### config.mk
export PLATFORM = sky130hd
export DESIGN_NAME = stepper_core
export DESIGN_NICKNAME = d
export VERILOG_FILES = /design/src/include/stepper_pkg.sv /design/src/logic/stepper_core.sv /design/src/logic/gate_sequencer.sv
export SDC_FILE = /design/constraint.sdc
export NUM_CORES = 1
export LEC_CHECK = 0
export BUFFER_PORTS_ARGS = -buffer_cell sky130_fd_sc_hd__buf_2
export CAP_MARGIN = 20
export CORE_MARGIN = 4
export CORE_UTILIZATION = 31
export CTS_CLUSTER_SIZE = 30
export DETAILED_ROUTE_END_ITERATION = 8
export PLACE_DENSITY = 0.43
export SLEW_MARGIN = 20
export SYNTH_ARGS = -nofsm -noshare
export SYNTH_HDL_FRONTEND = slang
export SYNTH_HIERARCHICAL = 1
export SYNTH_SLANG_ARGS = --single-unit
### constraint.sdc
create_clock -name i_mclk -period 109.2 [get_ports i_mclk]
set_clock_uncertainty 0.1 [all_clocks]
set_input_delay 16.38 -clock i_mclk [delete_from_list [all_inputs] [get_ports i_mclk]]
set_output_delay 16.38 -clock i_mclk [all_outputs]
set_load 0.02 [all_outputs]
### src/include/stepper_pkg.sv
// Shared constants for the stepper translator and PWM core.
// Assumes a 200 MHz core clock; register indices are word indices on a plain port.
`default_nettype none
package stepper_pkg;
  localparam int CLK_PERIOD_NS = 5;
  localparam int PWM_PERIOD_NS = 50000;
  localparam int PWM_PERIOD_CYC = PWM_PERIOD_NS / CLK_PERIOD_NS;
  localparam int JITTER_BITS = 6;
  localparam int DEAD0_NS = 100;
  localparam int DEAD1_NS = 200;
  localparam int DEAD2_NS = 400;
  localparam int DEAD3_NS = 800;
  localparam int DEAD0_CYC = (DEAD0_NS + CLK_PERIOD_NS - 1) / CLK_PERIOD_NS;
  localparam int DEAD1_CYC = (DEAD1_NS + CLK_PERIOD_NS - 1) / CLK_PERIOD_NS;
  localparam int DEAD2_CYC = (DEAD2_NS + CLK_PERIOD_NS - 1) / CLK_PERIOD_NS;
  localparam int DEAD3_CYC = (DEAD3_NS + CLK_PERIOD_NS - 1) / CLK_PERIOD_NS;

  // Register indices
  localparam logic [3:0] REG_CTRL = 4'h0;
  localparam logic [3:0] REG_SLOPE = 4'h1;
  localparam logic [3:0] REG_TIMING = 4'h2;
  localparam logic [3:0] REG_POSITION = 4'h3;
  localparam logic [3:0] REG_SETPOINT = 4'h4;

  // Control field positions
  localparam int CTRL_RES_LSB = 0;
  localparam int CTRL_EN_BIT = 3;
  localparam int CTRL_REV_BIT = 4;
  localparam int CTRL_JIT_BIT = 5;
  localparam int CTRL_DEAD_LSB = 6;
  localparam int CTRL_EDGE_BIT = 8;
  localparam int CTRL_ODRAIN_LSB = 9;
  localparam int SLOPE_ON_LSB = 0;
  localparam int SLOPE_OFF_LSB = 4;
  localparam int TIM_T1_LSB = 0;
  localparam int TIM_T2_LSB = 8;
  localparam int TIM_OFF_LSB = 16;

  localparam logic [31:0] CTRL_RESET = 32'h0000_0000;
  localparam logic [31:0] SLOPE_RESET = 32'h0000_0088;
  localparam logic [31:0] TIMING_RESET = 32'h0010_0808;

  typedef enum logic [2:0] {
    RES_HALF_COMP = 3'h0, RES_QUARTER = 3'h1, RES_EIGHTH = 3'h2, RES_SIXTEENTH = 3'h3,
    RES_THIRTYSECOND = 3'h4, RES_SIXTYFOURTH = 3'h5, RES_HALF_UNC = 3'h6, RES_FULL = 3'h7
  } res_type;

  localparam logic [7:0] COIL_MAX = 8'hFF;
  localparam logic [6:0] POS_QUARTER = 7'h40;
  localparam logic [7:0] FULL_OFFSET = 8'h20;
  localparam logic [24:0] SINE_NUM_K = 25'h0000FF0;
  localparam logic [16:0] SINE_DEN_K = 17'h14000;

  typedef enum logic [3:0] {
    SEQ_LS_HARD = 4'h0, SEQ_LS_SLOPE_OFF = 4'h1, SEQ_DEAD_UP = 4'h3, SEQ_HS_ON1 = 4'h2,
    SEQ_HS_ON2 = 4'h6, SEQ_HS_HARD = 4'h7, SEQ_HS_SLOPE_OFF = 4'h5, SEQ_DEAD_DN = 4'h4,
    SEQ_LS_ON1 = 4'hC, SEQ_LS_ON2 = 4'h8, SEQ_OFF = 4'hF
  } seq_state_type;

  // Translator increment per step, in 1/64 microstep units
  function automatic logic [7:0] step_size(input logic [2:0] res);
    case (res_type'(res))
      RES_FULL: step_size = 8'h40;
      RES_HALF_COMP, RES_HALF_UNC: step_size = 8'h20;
      RES_QUARTER: step_size = 8'h10;
      RES_EIGHTH: step_size = 8'h08;
      RES_SIXTEENTH: step_size = 8'h04;
      RES_THIRTYSECOND: step_size = 8'h02;
      default: step_size = 8'h01;
    endcase
  endfunction

  function automatic logic [7:0] dead_cycles(input logic [1:0] sel);
    case (sel)
      2'h0: dead_cycles = 8'(DEAD0_CYC);
      2'h1: dead_cycles = 8'(DEAD1_CYC);
      2'h2: dead_cycles = 8'(DEAD2_CYC);
      default: dead_cycles = 8'(DEAD3_CYC);
    endcase
  endfunction
endpackage
`default_nettype wire

### src/logic/stepper_core.sv
// Stepper translator, PWM current regulator and pre-driver control.
// Assumes the step, direction, clear, chip select and comparator inputs are asynchronous pins.
`default_nettype none
`timescale 1ns/100ps
module stepper_core
  import stepper_pkg::*;
#(
  parameter int PWM_PERIOD = PWM_PERIOD_CYC
) (
  input wire logic i_mclk,
  input wire logic i_rst_n,
  input wire logic [3:0] i_addr,
  input wire logic [31:0] i_wdata,
  input wire logic i_wr,
  input wire logic i_rd,
  output logic [31:0] o_rdata,
  input wire logic i_chip_select_n,
  input wire logic i_step_pulse_in,
  input wire logic i_dir_pin,
  input wire logic i_clear_input,
  input wire logic i_x_over_cur,
  input wire logic i_y_over_cur,
  input wire logic i_sdo_level,
  input wire logic i_watchdog_out_n,
  input wire logic i_fault_out_n,
  output logic [7:0] o_table_position,
  output logic [7:0] o_x_setpoint,
  output logic o_x_negative,
  output logic [7:0] o_y_setpoint,
  output logic o_y_negative,
  output logic o_bridge_enable,
  output logic [3:0] o_slope_on_code,
  output logic [3:0] o_slope_off_code,
  output logic [3:0] o_hs_src_up,
  output logic [3:0] o_hs_src_dn,
  output logic [3:0] o_hs_sw_up,
  output logic [3:0] o_hs_sw_dn,
  output logic [3:0] o_ls_src_up,
  output logic [3:0] o_ls_src_dn,
  output logic [3:0] o_ls_sw_up,
  output logic [3:0] o_ls_sw_dn,
  output logic [2:0] o_pin_out,
  output logic [2:0] o_pin_oe_n
);
  // Synchronisers: cs_n, step, dir, clear, x over, y over
  logic [5:0] sync1_q, sync2_q;
  logic step_prev_q, cs_prev_q;
  logic [31:0] ctrl_sh_q, slope_sh_q, timing_sh_q;
  logic [31:0] ctrl_q, slope_q, timing_q;
  logic [7:0] pos_q, pos_d;
  logic [15:0] pwm_cnt_q, pwm_cnt_d;
  logic [7:0] lfsr_q;
  logic [1:0] pwm_on_q, pwm_on_d;
  logic [31:0] rdata_d;

  wire cs_s = sync2_q[0];
  wire step_s = sync2_q[1];
  wire dir_s = sync2_q[2];
  wire clear_s = sync2_q[3];
  wire [1:0] over_s = sync2_q[5:4];

  wire [2:0] res = ctrl_q[CTRL_RES_LSB +: 3];
  wire drv_en = ctrl_q[CTRL_EN_BIT];
  wire rev_en = ctrl_q[CTRL_REV_BIT];
  wire jit_en = ctrl_q[CTRL_JIT_BIT];
  wire edge_fall = ctrl_q[CTRL_EDGE_BIT];
  wire [2:0] odrain = ctrl_q[CTRL_ODRAIN_LSB +: 3];
  wire [7:0] dead_w = dead_cycles(ctrl_q[CTRL_DEAD_LSB +: 2]);

  wire cs_rise = cs_s && !cs_prev_q;
  wire step_rise = step_s && !step_prev_q;
  wire step_fall = !step_s && step_prev_q;
  wire step_evt = edge_fall ? step_fall : step_rise;
  wire backward = dir_s || rev_en;
  wire [7:0] step_w = step_size(res);
  wire period_start = (pwm_cnt_q == 16'h0000);
  wire [15:0] period_len = 16'(PWM_PERIOD - 1) + (jit_en ? {10'h000, lfsr_q[JITTER_BITS-1:0]} : 16'h0000);

  // Quarter-wave sine magnitude, k in 0..64, full scale COIL_MAX
  function automatic logic [7:0] sine_mag(input logic [6:0] k);
    logic [12:0] u;
    logic [24:0] num;
    logic [16:0] den;
    logic [24:0] quo;
    begin
      u = 13'({6'h00, k} * (13'h0080 - {6'h00, k}));
      num = 25'({12'h000, u} * SINE_NUM_K);
      den = SINE_DEN_K - {2'b00, u, 2'b00};
      quo = num / {8'h00, den};
      sine_mag = (quo > {17'h00000, COIL_MAX}) ? COIL_MAX : quo[7:0];
    end
  endfunction

  // Position to {x_neg, x_mag, y_neg, y_mag}
  function automatic logic [17:0] coil_point(input logic [7:0] pos, input logic [2:0] r);
    logic [1:0] q;
    logic [6:0] k;
    logic [7:0] a, b, xm, ym, p2;
    logic xn, yn;
    begin
      q = pos[7:6];
      k = {1'b0, pos[5:0]};
      a = sine_mag(k);
      b = sine_mag(POS_QUARTER - k);
      xn = q[1];
      yn = q[0] ^ q[1];
      xm = q[0] ? b : a;
      ym = q[0] ? a : b;
      p2 = pos + FULL_OFFSET;
      if (res_type'(r) == RES_HALF_UNC) begin
        xm = (xm != 8'h00) ? COIL_MAX : 8'h00;
        ym = (ym != 8'h00) ? COIL_MAX : 8'h00;
      end
      if (res_type'(r) == RES_FULL) begin
        xn = p2[7];
        yn = p2[7] ^ p2[6];
        xm = COIL_MAX;
        ym = COIL_MAX;
      end
      coil_point = {xn, xm, yn, ym};
    end
  endfunction

  wire [17:0] point_w = coil_point(pos_q, res);

  always_ff @(posedge i_mclk or negedge i_rst_n) begin
    if (!i_rst_n) begin
      sync1_q <= 6'h01;
      sync2_q <= 6'h01;
      step_prev_q <= 1'b0;
      cs_prev_q <= 1'b1;
    end else begin
      sync1_q <= {i_y_over_cur, i_x_over_cur, i_clear_input, i_dir_pin, i_step_pulse_in, i_chip_select_n};
      sync2_q <= sync1_q;
      step_prev_q <= step_s;
      cs_prev_q <= cs_s;
    end
  end

  // Register port: shadow on write, live copy when chip select rises
  always_ff @(posedge i_mclk or negedge i_rst_n) begin
    if (!i_rst_n) begin
      ctrl_sh_q <= CTRL_RESET;
      slope_sh_q <= SLOPE_RESET;
      timing_sh_q <= TIMING_RESET;
      ctrl_q <= CTRL_RESET;
      slope_q <= SLOPE_RESET;
      timing_q <= TIMING_RESET;
    end else begin
      if (i_wr && i_addr == REG_CTRL) ctrl_sh_q <= i_wdata;
      if (i_wr && i_addr == REG_SLOPE) slope_sh_q <= i_wdata;
      if (i_wr && i_addr == REG_TIMING) timing_sh_q <= i_wdata;
      if (cs_rise) begin
        ctrl_q <= ctrl_sh_q;
        slope_q <= slope_sh_q;
        timing_q <= timing_sh_q;
      end
    end
  end

  always_comb begin
    case (i_addr)
      REG_CTRL: rdata_d = ctrl_sh_q;
      REG_SLOPE: rdata_d = slope_sh_q;
      REG_TIMING: rdata_d = timing_sh_q;
      REG_POSITION: rdata_d = {24'h000000, pos_q};
      REG_SETPOINT: rdata_d = {14'h0000, o_x_negative, o_x_setpoint, o_y_negative, o_y_setpoint};
      default: rdata_d = 32'h0000_0000;
    endcase
    if (!i_rd) rdata_d = 32'h0000_0000;
  end

  // Translator; 8-bit arithmetic wraps both ways
  assign pos_d = clear_s ? 8'h00 :
                 !(step_evt && drv_en) ? pos_q :
                 backward ? pos_q - step_w : pos_q + step_w;

  // PWM: fixed period from the core clock, optional LFSR jitter
  assign pwm_cnt_d = period_start ? period_len : pwm_cnt_q - 16'h0001;

  // Set at period start wins over comparator trip
  always_comb begin
    pwm_on_d = pwm_on_q & ~over_s;
    if (period_start) begin
      pwm_on_d[0] = (point_w[16:9] != 8'h00);
      pwm_on_d[1] = (point_w[7:0] != 8'h00);
    end
    if (!drv_en) pwm_on_d = 2'b00;
  end

  always_ff @(posedge i_mclk or negedge i_rst_n) begin
    if (!i_rst_n) begin
      pos_q <= 8'h00;
      pwm_cnt_q <= 16'h0000;
      lfsr_q <= 8'h01;
      pwm_on_q <= 2'b00;
      o_rdata <= 32'h0000_0000;
      {o_x_negative, o_x_setpoint, o_y_negative, o_y_setpoint} <= 18'h00000;
      o_table_position <= 8'h00;
      o_bridge_enable <= 1'b0;
      o_slope_on_code <= 4'h0;
      o_slope_off_code <= 4'h0;
    end else begin
      pos_q <= pos_d;
      pwm_cnt_q <= pwm_cnt_d;
      if (period_start) begin
        lfsr_q <= {lfsr_q[6:0], lfsr_q[7] ^ lfsr_q[5] ^ lfsr_q[4] ^ lfsr_q[3]};
        {o_x_negative, o_x_setpoint, o_y_negative, o_y_setpoint} <= point_w;
      end
      pwm_on_q <= pwm_on_d;
      o_rdata <= rdata_d;
      o_table_position <= pos_d;
      o_bridge_enable <= drv_en;
      o_slope_on_code <= slope_q[SLOPE_ON_LSB +: 4];
      o_slope_off_code <= slope_q[SLOPE_OFF_LSB +: 4];
    end
  end

  // Output pin stages: open-drain drives low only, push-pull always drives
  wire [2:0] pin_level = {i_fault_out_n, i_watchdog_out_n, i_sdo_level};
  genvar gi;
  generate
    for (gi = 0; gi < 3; gi++) begin : g_pin
      always_ff @(posedge i_mclk or negedge i_rst_n) begin
        if (!i_rst_n) begin
          o_pin_out[gi] <= 1'b1;
          o_pin_oe_n[gi] <= 1'b1;
        end else begin
          o_pin_out[gi] <= odrain[gi] ? 1'b0 : pin_level[gi];
          o_pin_oe_n[gi] <= odrain[gi] ? pin_level[gi] : 1'b0;
        end
      end
    end
    // Half bridges: 0 X N-side, 1 X P-side, 2 Y N-side, 3 Y P-side
    for (gi = 0; gi < 4; gi++) begin : g_bridge
      wire neg = (gi < 2) ? o_x_negative : o_y_negative;
      wire demand = pwm_on_q[gi / 2] && (neg ^ (gi % 2 == 1));
      gate_sequencer u_seq (
        .i_mclk(i_mclk),
        .i_rst_n(i_rst_n),
        .i_enable(drv_en),
        .i_demand_high(demand),
        .i_t1(timing_q[TIM_T1_LSB +: 8]),
        .i_t2(timing_q[TIM_T2_LSB +: 8]),
        .i_toff(timing_q[TIM_OFF_LSB +: 8]),
        .i_dead(dead_w),
        .o_hs_src_up(o_hs_src_up[gi]),
        .o_hs_src_dn(o_hs_src_dn[gi]),
        .o_hs_sw_up(o_hs_sw_up[gi]),
        .o_hs_sw_dn(o_hs_sw_dn[gi]),
        .o_ls_src_up(o_ls_src_up[gi]),
        .o_ls_src_dn(o_ls_src_dn[gi]),
        .o_ls_sw_up(o_ls_sw_up[gi]),
        .o_ls_sw_dn(o_ls_sw_dn[gi])
      );
    end
  endgenerate
endmodule // stepper_core
`default_nettype wire

### src/logic/gate_sequencer.sv
// Gate sequencer for one external half bridge.
// Assumes durations are steady while a switching sequence runs.
`default_nettype none
`timescale 1ns/100ps
module gate_sequencer
  import stepper_pkg::*;
(
  input wire logic i_mclk,
  input wire logic i_rst_n,
  input wire logic i_enable,
  input wire logic i_demand_high,
  input wire logic [7:0] i_t1,
  input wire logic [7:0] i_t2,
  input wire logic [7:0] i_toff,
  input wire logic [7:0] i_dead,
  output logic o_hs_src_up,
  output logic o_hs_src_dn,
  output logic o_hs_sw_up,
  output logic o_hs_sw_dn,
  output logic o_ls_src_up,
  output logic o_ls_src_dn,
  output logic o_ls_sw_up,
  output logic o_ls_sw_dn
);
  seq_state_type state_q, state_d, flow;
  logic [7:0] cnt_q, cnt_d;
  wire done = (cnt_q == 8'h00);

  function automatic logic [7:0] dur(input seq_state_type s, input logic [7:0] t1, input logic [7:0] t2,
                                     input logic [7:0] toff, input logic [7:0] dead);
    case (s)
      SEQ_HS_ON1, SEQ_LS_ON1: dur = t1;
      SEQ_HS_ON2, SEQ_LS_ON2: dur = t2;
      SEQ_LS_SLOPE_OFF, SEQ_HS_SLOPE_OFF: dur = toff;
      SEQ_DEAD_UP, SEQ_DEAD_DN: dur = dead;
      default: dur = 8'h00;
    endcase
  endfunction

  // Slope phases (t1, t2 or toff), then hard switch; dead time between sides
  always_comb begin
    case (state_q)
      SEQ_OFF: flow = SEQ_LS_ON1;
      SEQ_LS_HARD: flow = i_demand_high ? SEQ_LS_SLOPE_OFF : SEQ_LS_HARD;
      SEQ_LS_SLOPE_OFF: flow = done ? SEQ_DEAD_UP : state_q;
      SEQ_DEAD_UP: flow = done ? SEQ_HS_ON1 : state_q;
      SEQ_HS_ON1: flow = done ? SEQ_HS_ON2 : state_q;
      SEQ_HS_ON2: flow = done ? SEQ_HS_HARD : state_q;
      SEQ_HS_HARD: flow = i_demand_high ? SEQ_HS_HARD : SEQ_HS_SLOPE_OFF;
      SEQ_HS_SLOPE_OFF: flow = done ? SEQ_DEAD_DN : state_q;
      SEQ_DEAD_DN: flow = done ? SEQ_LS_ON1 : state_q;
      SEQ_LS_ON1: flow = done ? SEQ_LS_ON2 : state_q;
      SEQ_LS_ON2: flow = done ? SEQ_LS_HARD : state_q;
      default: flow = SEQ_OFF;
    endcase
    state_d = i_enable ? flow : SEQ_OFF;
    if (state_d != state_q) begin
      cnt_d = dur(state_d, i_t1, i_t2, i_toff, i_dead);
    end else begin
      cnt_d = done ? cnt_q : cnt_q - 8'h01;
    end
  end

  always_ff @(posedge i_mclk or negedge i_rst_n) begin
    if (!i_rst_n) begin
      state_q <= SEQ_OFF;
      cnt_q <= 8'h00;
      {o_hs_src_up, o_hs_src_dn, o_hs_sw_up, o_hs_sw_dn} <= 4'h1;
      {o_ls_src_up, o_ls_src_dn, o_ls_sw_up, o_ls_sw_dn} <= 4'h1;
    end else begin
      state_q <= state_d;
      cnt_q <= cnt_d;
      o_hs_src_up <= (state_d == SEQ_HS_ON1) || (state_d == SEQ_HS_ON2);
      o_hs_src_dn <= (state_d == SEQ_HS_SLOPE_OFF);
      o_hs_sw_up <= (state_d == SEQ_HS_HARD);
      o_hs_sw_dn <= !(state_d inside {SEQ_HS_ON1, SEQ_HS_ON2, SEQ_HS_SLOPE_OFF, SEQ_HS_HARD});
      o_ls_src_up <= (state_d == SEQ_LS_ON1) || (state_d == SEQ_LS_ON2);
      o_ls_src_dn <= (state_d == SEQ_LS_SLOPE_OFF);
      o_ls_sw_up <= (state_d == SEQ_LS_HARD);
      o_ls_sw_dn <= !(state_d inside {SEQ_LS_ON1, SEQ_LS_ON2, SEQ_LS_SLOPE_OFF, SEQ_LS_HARD});
    end
  end

  // Cycles with both sides held low, and the dead count loaded for this gap
  logic [7:0] gap_q, dead_len_q;
  wire both_off = o_hs_sw_dn && o_ls_sw_dn;
  always_ff @(posedge i_mclk or negedge i_rst_n) begin
    if (!i_rst_n) begin
      gap_q <= 8'h00;
      dead_len_q <= 8'h00;
    end else begin
      gap_q <= !both_off ? 8'h00 : (gap_q == 8'hFF) ? gap_q : gap_q + 8'h01;
      if (state_d == SEQ_DEAD_UP && state_q != SEQ_DEAD_UP) dead_len_q <= i_dead;
    end
  end
endmodule // gate_sequencer
`default_nettype wire

==> impl_results.rst, run 1 <==
.. list-table::
   :header-rows: 1

   * - Metric
     - Value
   * - Worst stage delay on the critical path
     - 0.91 ns
   * - Via-per-instance ratio
     - 5.43
   * - CP max stage cell
     - sky130_fd_sc_hd__a2111oi_1
   * - Post-Route Setup TNS
     - 0 ns
   * - Number of max-slew violations in the final report
     - 0
   * - Total standard cell area after synthesis
     - 46200 um2
   * - Proportion of synthesized flip-flops having asynchronous set or reset
     - 1.00
   * - I/O pins
     - 154
   * - Type of element launching the critical path
     - flip-flop
   * - # Post-CTS Setup Buffers
     - 0
   * - Number of CTS-inserted buffers
     - 36
   * - Worst slack after detailed placement
     - 58.73 ns
   * - Area of the core
     - 148000 um2
   * - Drt total wl
     - 156000 um
   * - # DRC
     - 0
   * - Number of max-cap violations
     - 0
   * - Count of port buffers added during placement
     - 153
   * - Tot GR Track Use
     - 0.194
   * - Utilization after layout
     - 0.342
   * - Top cell by count, worst path
     - sky130_fd_sc_hd__o21a_1
   * - Syn_area_per_cell
     - 8.26 um2
   * - Clk sinks
     - 333
   * - Period utilization
     - 0.465
   * - Std-Cell Rows
     - 141
   * - First DRT Iteration DRCs
     - 2841
   * - Pin count of the biggest net entering global routing
     - 76
   * - Insertion delay to the later sink of the worst-skew pair
     - 0.56 ns
   * - GRT overflow
     - 0
   * - Pre-Repair DR Iteration Count
     - 9
   * - Number of enable-type register cells in the synthesized netlist
     - 0
   * - CTS Buffer Depth
     - 3
   * - Outcome
     - finished clean
   * - Max-slew headroom at the worst pin
     - 0.300
   * - Final ANT Viol Nets
     - 0
   * - Master cell of the clock root buffer
     - sky130_fd_sc_hd__clkbuf_16
   * - Number of warning messages in the yosys log
     - 6
   * - Fraction of layout instances using a drive strength above 1
     - 0.127
   * - Layout overhead on the synthesized area
     - 9.50%
   * - Required time at the endpoint of the critical path
     - 109.52 ns
   * - Starting utilization of the core area
     - 0.312
   * - Post-CTS resize count
     - 0
   * - Worst Setup End Kind
     - flip-flop
   * - Vertical die dimension
     - 394 um
   * - Largest area contributor in the netlist
     - sky130_fd_sc_hd__dfrtp_1
   * - Total buffers and inverters traversed by the critical path
     - 14
   * - Kind of cell adding the most delay to the critical path
     - compound AO/OA/AOI/OAI gates
   * - Cts-stage hold buffer count
     - 0
   * - Biggest fanout along the worst timing path
     - 38
   * - Data arrival time of the worst path
     - 51.10 ns
   * - F_max
     - 19.7 MHz
   * - Crit Path Class
     - reg2reg
   * - Setup repair after global routing missed its margin
     - no
   * - Count of mapped cells out of synthesis
     - 5592
   * - Fin nets
     - 6394
   * - Flip-flop cell with the highest count after synthesis
     - sky130_fd_sc_hd__dfrtp_1
   * - Clock tree from TritonCTS
     - done
   * - Final HPWL DP
     - 123000 um
   * - Number of storage elements in the synthesis netlist
     - 333
   * - Area fraction of the dominant cell type after synthesis
     - 0.157
   * - Ranking of synthesized cells by area
     - sky130_fd_sc_hd__dfrtp_1, sky130_fd_sc_hd__ha_1, sky130_fd_sc_hd__fa_1, sky130_fd_sc_hd__mux2_2, sky130_fd_sc_hd__xnor2_1
   * - Path type of the worst min-delay path
     - reg2reg
   * - Die outline area
     - 155000 um2
   * - Slew at the pin closest to its max-slew limit
     - 1.04 ns
   * - Maximum level of the CTS H-tree
     - 2
   * - Distinct cell type count of the synthesized netlist
     - 127
   * - Die X
     - 394 um
   * - Post-detailed-route wirelength per cell
     - 20.5 um
   * - Final Worst Setup Slack
     - 58.42 ns
   * - First-pass GRT wire length
     - 241000 um
   * - Portion of the post-synthesis area used by sequential elements
     - 0.182
   * - Setup violators final
     - 0
   * - Clock-pin slew on the worst setup and hold paths
     - 0.07 ns
   * - Final estimated routing congestion in global placement
     - 0.864
   * - Number of global-route vias before repair
     - 40700
   * - Antenna violations before repair
     - 7
   * - Final Hold Vio Count
     - 0
   * - Final period demand of the worst path
     - 50.78 ns
   * - Vias
     - 41400
cells in the final DEF (no fill, tap or decap), types with 38 or more instances in the layout:
| cell type | n |
|---|---|
| sky130_fd_sc_hd__o21ai_0 | 288 |
| sky130_fd_sc_hd__mux2_2 | 209 |
| sky130_fd_sc_hd__a211oi_1 | 48 |
| sky130_fd_sc_hd__o21a_1 | 141 |
| sky130_fd_sc_hd__dfstp_2 | 44 |
| sky130_fd_sc_hd__and2_1 | 48 |
| sky130_fd_sc_hd__nand4_1 | 51 |
| sky130_fd_sc_hd__xor2_1 | 108 |
| sky130_fd_sc_hd__nand2_1 | 458 |
| sky130_fd_sc_hd__buf_2 | 152 |
| sky130_fd_sc_hd__mux2i_1 | 53 |
| sky130_fd_sc_hd__nand3_1 | 99 |
| sky130_fd_sc_hd__buf_4 | 64 |
| sky130_fd_sc_hd__nor3_1 | 161 |
| sky130_fd_sc_hd__or2_2 | 42 |
| sky130_fd_sc_hd__or3_1 | 41 |
| sky130_fd_sc_hd__a21oi_1 | 364 |
| sky130_fd_sc_hd__a21o_1 | 137 |
| sky130_fd_sc_hd__o31ai_1 | 89 |
| sky130_fd_sc_hd__nor2b_1 | 93 |
| sky130_fd_sc_hd__o21bai_1 | 47 |
| sky130_fd_sc_hd__and3_1 | 38 |
| sky130_fd_sc_hd__ha_1 | 532 |
| sky130_fd_sc_hd__nor2_1 | 469 |
| sky130_fd_sc_hd__inv_1 | 414 |
| sky130_fd_sc_hd__a222oi_1 | 46 |
| sky130_fd_sc_hd__nand2b_1 | 69 |
| sky130_fd_sc_hd__dfrtp_1 | 288 |
| sky130_fd_sc_hd__xnor2_1 | 241 |
| sky130_fd_sc_hd__fa_1 | 147 |
| sky130_fd_sc_hd__a31oi_1 | 42 |
routing by layer:
| metal | vias to the layer above | share of wire | wire length (um) | track usage |
|---|---|---|---|---|
| li1 | 20400 | - | - | - |
| met1 | 20000 | 0.47 | 73000 | 0.266 |
| met2 | 778 | 0.47 | 73000 | 0.328 |
| met3 | 171 | 0.041 | 6350 | 0.0198 |
| met4 | 2 | 0.024 | 3670 | 0.0430 |
| met5 | - | 0.000083 | 13 | 0 |
final cells by class:
type / count / area, um2
Tap cell: 1930 / 2410
Clock inverter: 18 / 213
Timing Repair Buffer: 218 / 1280
Multi-Input combinational cell: 4655 / 35700
Clock buffer: 45 / 985
Fill cell: 15400 / 97400
Sequential cell: 333 / 8390
Antenna cell: 5 / 12.5
Inverter: 422 / 1580
Yosys cell counts (all sizes together), types with 32 or more instances:
cell      n
nand2b   70
a211oi   56
nand2   465
nor2    476
nand4    52
o31ai    92
fa      147
and3     38
xor2    108
o21bai   47
or3      47
clkbuf  126
mux2i    54
nor2b    94
a21oi   370
o21ai   310
inv     421
buf      72
a222oi   46
ha      532
o221ai   32
nor3    173
o21a    141
o211ai   34
nor4     35
a21o    137
a31oi    45
dfstp    44
dfrtp   289
nand3   100
mux2    211
xnor2   256
and2     48
or2      44
metrics by stage:
stage	hold slack, ns	instances	instance area (um2)
after floorplan	0.231	5608	46300
after global placement	0.235	7557	49400
after detailed placement	0.236	7557	49400
after CTS	0.251	7620	50600
after global routing	0.256	7622	50600
final	0.247	7626	50600
flip-flops by register name (all words and copies together), names as in the netlist, 16 cells and up:
| name | count |
|---|---|
| g_bridge.u_seq/state_q | 16 |
| ctrl_sh_q | 32 |
| pwm_cnt_q | 16 |
| slope_sh_q | 32 |
| g_bridge.u_seq/cnt_q | 32 |
| o_rdata | 32 |
| timing_sh_q | 32 |
| timing_q | 24 |
path summary, 6_finish.rpt:
path / start / end / slack, ns / cells after the start
max in group asynchronous: i_rst_n / pwm_cnt_q[12]$_DFF_PN0_ / 89.66 / 6
min in group asynchronous: i_rst_n / g_bridge[1].u_seq/o_ls_src_dn$_DFF_PN0_ / 15.69 / 1
hold / removal: sync1_q[1]$_DFF_PN0_ / sync2_q[1]$_DFF_PN0_ / 0.25 / 0
hold reg to reg: sync1_q[1]$_DFF_PN0_ / sync2_q[1]$_DFF_PN0_ / 0.25 / 0
setup / recovery: pos_q[0]$_DFFE_PN0P_ / o_y_setpoint[5]$_DFFE_PN0P_ / 58.42 / 201
setup reg to reg: pos_q[0]$_DFFE_PN0P_ / o_y_setpoint[5]$_DFFE_PN0P_ / 58.42 / 201
cell families after synthesis:
logic type,count (synthesis),synth area share
xor+xnor,364,0.0697
compound gates,1582,0.238
mux,265,0.0634
flops,333,0.182
other cells,2,0.000163
buf+inv,620,0.0516
simple gates,1746,0.187
fa+ha+maj,680,0.208
Power of run 1 is left out: the tool's default activity adds up to more than one toggle a clock period on the data nets, which glitch-free logic cannot reach.
==> inputs of run 2 (changes only) <==
--- a/config.mk
+++ b/config.mk
@@ -5,6 +5,7 @@
 export SDC_FILE = /design/constraint.sdc
 export NUM_CORES = 1
 export LEC_CHECK = 0
+export ABC_AREA = 1
 export BUFFER_PORTS_ARGS = -buffer_cell sky130_fd_sc_hd__buf_2
 export CAP_MARGIN = 20
 export CORE_MARGIN = 4
==> constraint.sdc (replaced) <==
create_clock -name i_mclk -period 48.1 [get_ports i_mclk]
set_clock_uncertainty 0.1 [all_clocks]
set_input_delay 7.215 -clock i_mclk [delete_from_list [all_inputs] [get_ports i_mclk]]
set_output_delay 7.215 -clock i_mclk [all_outputs]
set_load 0.02 [all_outputs]
==> run 2 against run 1 <==
  * Sequential cell count stayed put
  * Cell count up 12%
  * Non-clock buffer count rose by 23
  * Synthesized cell count grew 16%
  * Sequential share of layout area increased by 0.31 points
  * Area after synthesis decreased by 2.2%
  * Core utilization is 0.27 points higher
  * Routed wire length shrank 6.8%
  * Global-route usage shrank 0.74 points
  * Fmax rose by 16%
  * First-iteration DRC count shrank 20%
==> impl_results.rst, run 2 <==
.. list-table::
   :header-rows: 1

   * - Metric
     - Value
   * - Outcome
     - finished clean (unchanged)
   * - Endpoint of the worst-slack reg-to-reg timing path
     - o_y_setpoint[3]$_DFFE_PN0P_ (was o_y_setpoint[5]$_DFFE_PN0P_)
   * - Kind of cell adding the most delay to the critical path
     - compound AO/OA/AOI/OAI gates (unchanged)
   * - I/O pins
     - 154 (unchanged)
   * - Worst setup path end
     - o_y_setpoint[3]$_DFFE_PN0P_ (was o_y_setpoint[5]$_DFFE_PN0P_)
   * - Clock-pin slew on the worst setup and hold paths
     - 0.06 ns (was 0.07 ns)
   * - Flip-flop cell with the highest count after synthesis
     - sky130_fd_sc_hd__dfrtp_1 (unchanged)
   * - First DRT Iteration DRCs
     - 2267 (was 2841)
   * - GRT overflow
     - 0 (unchanged)
   * - Setup violators final
     - 0 (unchanged)
   * - Reg-to-reg setup timing slack
     - 4.49 ns (was 58.42 ns)
   * - Type of element launching the critical path
     - flip-flop (unchanged)
   * - Number of placed instances with taps included
     - 8452 (was 7557)
   * - Final period demand of the worst path
     - 43.61 ns (was 50.78 ns)
   * - First-pass GRT wire length
     - 227000 um (was 241000 um)
   * - Slew at the pin closest to its max-slew limit
     - 1.12 ns (was 1.04 ns)
   * - Total buffers and inverters traversed by the critical path
     - 62 (was 14)
   * - Final-layout fill cell count
     - 15600 (was 15400)
   * - Area of combinational cells with multiple inputs
     - 32300 um2 (was 35700 um2)
   * - Fraction of layout instances using a drive strength above 1
     - 0.122 (was 0.127)
   * - Utilization after layout
     - 0.345 (was 0.342)
   * - Post-Route Setup TNS
     - 0 ns (unchanged)
   * - Number of warning messages in the yosys log
     - 6 (unchanged)
   * - Launching instance or port of the critical path
     - pos_q[0]$_DFFE_PN0P_ (unchanged)
   * - Number of max-cap violations
     - 0 (unchanged)
   * - Top cell by count, worst path
     - sky130_fd_sc_hd__inv_1 (was sky130_fd_sc_hd__o21a_1)
   * - Cell with the most instances after synthesis
     - sky130_fd_sc_hd__nand2_1 (was sky130_fd_sc_hd__ha_1)
   * - CP max stage cell
     - sky130_fd_sc_hd__dfrtp_4 (was sky130_fd_sc_hd__a2111oi_1)
   * - Distinct cell type count of the synthesized netlist
     - 88 (was 127)
   * - Antenna violations before repair
     - 2 (was 7)
   * - Area of the core
     - 144000 um2 (was 148000 um2)
   * - Data arrival time of the worst path
     - 43.95 ns (was 51.10 ns)
   * - Number of cell instances on the worst register-to-register path
     - 284 (was 201)
   * - Final ANT Viol Nets
     - 0 (unchanged)
   * - Leading cell type in the layout, fill and taps excluded
     - sky130_fd_sc_hd__nand2_1 (was sky130_fd_sc_hd__ha_1)
   * - Max-slew headroom at the worst pin
     - 0.248 (was 0.300)
   * - Largest area contributor in the netlist
     - sky130_fd_sc_hd__dfrtp_1 (unchanged)
   * - Layout overhead on the synthesized area
     - 9.89% (was 9.50%)
   * - Crit Path Class
     - reg2reg (unchanged)
   * - Starting utilization of the core area
     - 0.314 (was 0.312)
   * - Portion of the post-synthesis area used by sequential elements
     - 0.186 (was 0.182)
   * - Final cell count without fillers
     - 8554 (was 7626)
   * - Vias
     - 41200 (was 41400)
   * - Via-per-instance ratio
     - 4.81 (was 5.43)
   * - Syn_area_per_cell
     - 6.99 um2 (was 8.26 um2)
   * - Total standard cell area after synthesis
     - 45200 um2 (was 46200 um2)
   * - Vertical die dimension
     - 390 um (was 394 um)
   * - Pre-Repair DR Iteration Count
     - 6 (was 9)
   * - Final Hold Vio Count
     - 0 (unchanged)
   * - Ranking of synthesized cells by area
     - sky130_fd_sc_hd__dfrtp_1, sky130_fd_sc_hd__ha_1, sky130_fd_sc_hd__nand2_1, sky130_fd_sc_hd__inv_1, sky130_fd_sc_hd__fa_1 (was sky130_fd_sc_hd__dfrtp_1, sky130_fd_sc_hd__ha_1, sky130_fd_sc_hd__fa_1, sky130_fd_sc_hd__mux2_2, sky130_fd_sc_hd__xnor2_1)
   * - Final HPWL DP
     - 117000 um (was 123000 um)
   * - Number of CTS-inserted buffers
     - 35 (was 36)
   * - Number of enable-type register cells in the synthesized netlist
     - 0 (unchanged)
   * - Clock tree from TritonCTS
     - done (unchanged)
   * - Insertion delay to the later sink of the worst-skew pair
     - 0.55 ns (was 0.56 ns)
   * - Number of max-slew violations in the final report
     - 0 (unchanged)
   * - # DRC
     - 0 (unchanged)
   * - Tot GR Track Use
     - 0.186 (was 0.194)
   * - Die outline area
     - 152000 um2 (was 155000 um2)
   * - Worst R2R Start
     - pos_q[0]$_DFFE_PN0P_ (unchanged)
   * - Count of antenna diodes in the layout
     - 0 (was 5)
   * - Master cell of the clock root buffer
     - sky130_fd_sc_hd__clkbuf_16 (unchanged)
   * - Pin count of the biggest net entering global routing
     - 167 (was 76)
   * - Count of port buffers added during placement
     - 153 (unchanged)
   * - Number of storage elements in the synthesis netlist
     - 333 (unchanged)
   * - Required time at the endpoint of the critical path
     - 48.43 ns (was 109.52 ns)
   * - Clk sinks
     - 333 (unchanged)
   * - Std-Cell Rows
     - 139 (was 141)
   * - Period utilization
     - 0.907 (was 0.465)
   * - F_max
     - 22.9 MHz (was 19.7 MHz)
   * - Area fraction of the dominant cell type after synthesis
     - 0.160 (was 0.157)
   * - Adder and majority gate portion of the synthesized area
     - 0.212 (was 0.208)
   * - Biggest fanout along the worst timing path
     - 29 (was 38)
   * - Simple-gate area share of the yosys netlist
     - 0.255 (was 0.187)
   * - Die X
     - 390 um (was 394 um)
   * - Proportion of synthesized flip-flops having asynchronous set or reset
     - 1.00 (unchanged)
   * - Commonest cells in the synthesized netlist
     - sky130_fd_sc_hd__nand2_1, sky130_fd_sc_hd__inv_1, sky130_fd_sc_hd__ha_1 (was sky130_fd_sc_hd__ha_1, sky130_fd_sc_hd__nor2_1, sky130_fd_sc_hd__nand2_1)
   * - Levels on crit path
     - 284 (was 201)
   * - Count of mapped cells out of synthesis
     - 6468 (was 5592)
   * - Storage element area
     - 8390 um2 (about the same)
   * - Number of global-route vias before repair
     - 40400 (was 40700)
   * - Path type of the worst min-delay path
     - reg2reg (unchanged)
   * - Post-detailed-route wirelength per cell
     - 17.0 um (was 20.5 um)
   * - Final estimated routing congestion in global placement
     - 0.848 (was 0.864)
   * - Worst stage delay on the critical path
     - 0.59 ns (was 0.91 ns)
   * - CTS Buffer Depth
     - 3 (unchanged)
   * - Fin nets
     - 7354 (was 6394)
   * - Proportion of synthesized area in mux cells
     - 0.00814 (was 0.0634)
   * - Worst Setup End Kind
     - flip-flop (unchanged)
   * - Complex-gate fraction of the synthesized area
     - 0.156 (was 0.238)
   * - Post-synthesis share of cell area spent on xor and xnor gates
     - 0.0763 (was 0.0697)
   * - Drt total wl
     - 145000 um (was 156000 um)
   * - Commonest cells after routing, fill and taps aside
     - sky130_fd_sc_hd__nand2_1, sky130_fd_sc_hd__inv_1, sky130_fd_sc_hd__ha_1 (was sky130_fd_sc_hd__ha_1, sky130_fd_sc_hd__nor2_1, sky130_fd_sc_hd__nand2_1)
   * - Maximum level of the CTS H-tree
     - 2 (unchanged)
   * - Main combinational cell family by area after synthesis
     - simple AND/OR/NAND/NOR gates (was compound AO/OA/AOI/OAI gates)
## run 2: metrics by stage
stage | area [um2] | hold WS (ns) | setup slack (ns)
after floorplan | 45300 | 0.231 | 3.49
after global placement | 48100 | 0.235 | 1.46
after detailed placement | 48100 | 0.239 | 0.342
after CTS | 49200 | 0.252 | 0.199
after global routing | 49700 | 0.256 | -0.140
final | 49700 | 0.249 | 4.49
## run 2: area by class of cell
class / instances / area share
clock inverter: 8 / 0.00212
timing repair buffer: 241 / 0.0292
inverter: 1050 / 0.0806
clock buffer: 54 / 0.0201
tap: 1903 / 0.0479
timing repair inverter: 7 / 0.000756
multi-input combinational: 4958 / 0.650
sequential: 333 / 0.169
## run 2: logic make-up (layout without fill, tap and decap cells)
kind of cell | count (synthesis) | count (layout)
simple gates | 2566 | 2569
compound gates | 1267 | 1267
buf+inv | 1196 | 1360
fa+ha+maj | 679 | 679
xor+xnor | 392 | 392
flops | 333 | 333
mux | 33 | 33
other cells | 2 | 18
## run 2: how the worst min path moves through the flow
stage | start | endpoint | slack, ns | depth (start not counted)
6_report | sync1_q[1]$_DFF_PN0_ | sync2_q[1]$_DFF_PN0_ | 0.25 | 0
5_1_grt | sync1_q[2]$_DFF_PN0_ | sync2_q[2]$_DFF_PN0_ | 0.26 | 0
4_1_cts | sync1_q[3]$_DFF_PN0_ | sync2_q[3]$_DFF_PN0_ | 0.25 | 0
3_5_place_dp | sync1_q[3]$_DFF_PN0_ | sync2_q[3]$_DFF_PN0_ | 0.24 | 0
3_3_place_gp | sync1_q[3]$_DFF_PN0_ | sync2_q[3]$_DFF_PN0_ | 0.23 | 0
2_1_floorplan | sync1_q[1]$_DFF_PN0_ | sync2_q[1]$_DFF_PN0_ | 0.23 | 0
## run 2: routing by layer
metal,routed length [um],part of all wire,GRT usage,vias up
li1,-,-,-,21200
met3,4280,0.029,0.0154,124
met4,2280,0.016,0.0282,0
met1,70100,0.48,0.257,19200
met2,68800,0.47,0.323,546
met5,0,0,0,-
## run 2: repair_timing
item,CTS,global route
setup endpoints to repair,0,18
buffers inserted,0,30
hold buffers,0,0
gates resized for setup,0,46
## run 2: worst reg2reg max path, delay by kind of cell, from the launching register on
kind / cells / cell delay, ns
XOR/XNOR: 2 / 0.38
AO/OA/AOI/OAI: 105 / 17.76
AND/OR/NAND/NOR: 89 / 9.78
adder cells (fa/ha/maj): 26 / 9.72
buffers and inverters: 62 / 5.28
flip-flops: 1 / 0.59
Power of run 2 is left out for the same reason.
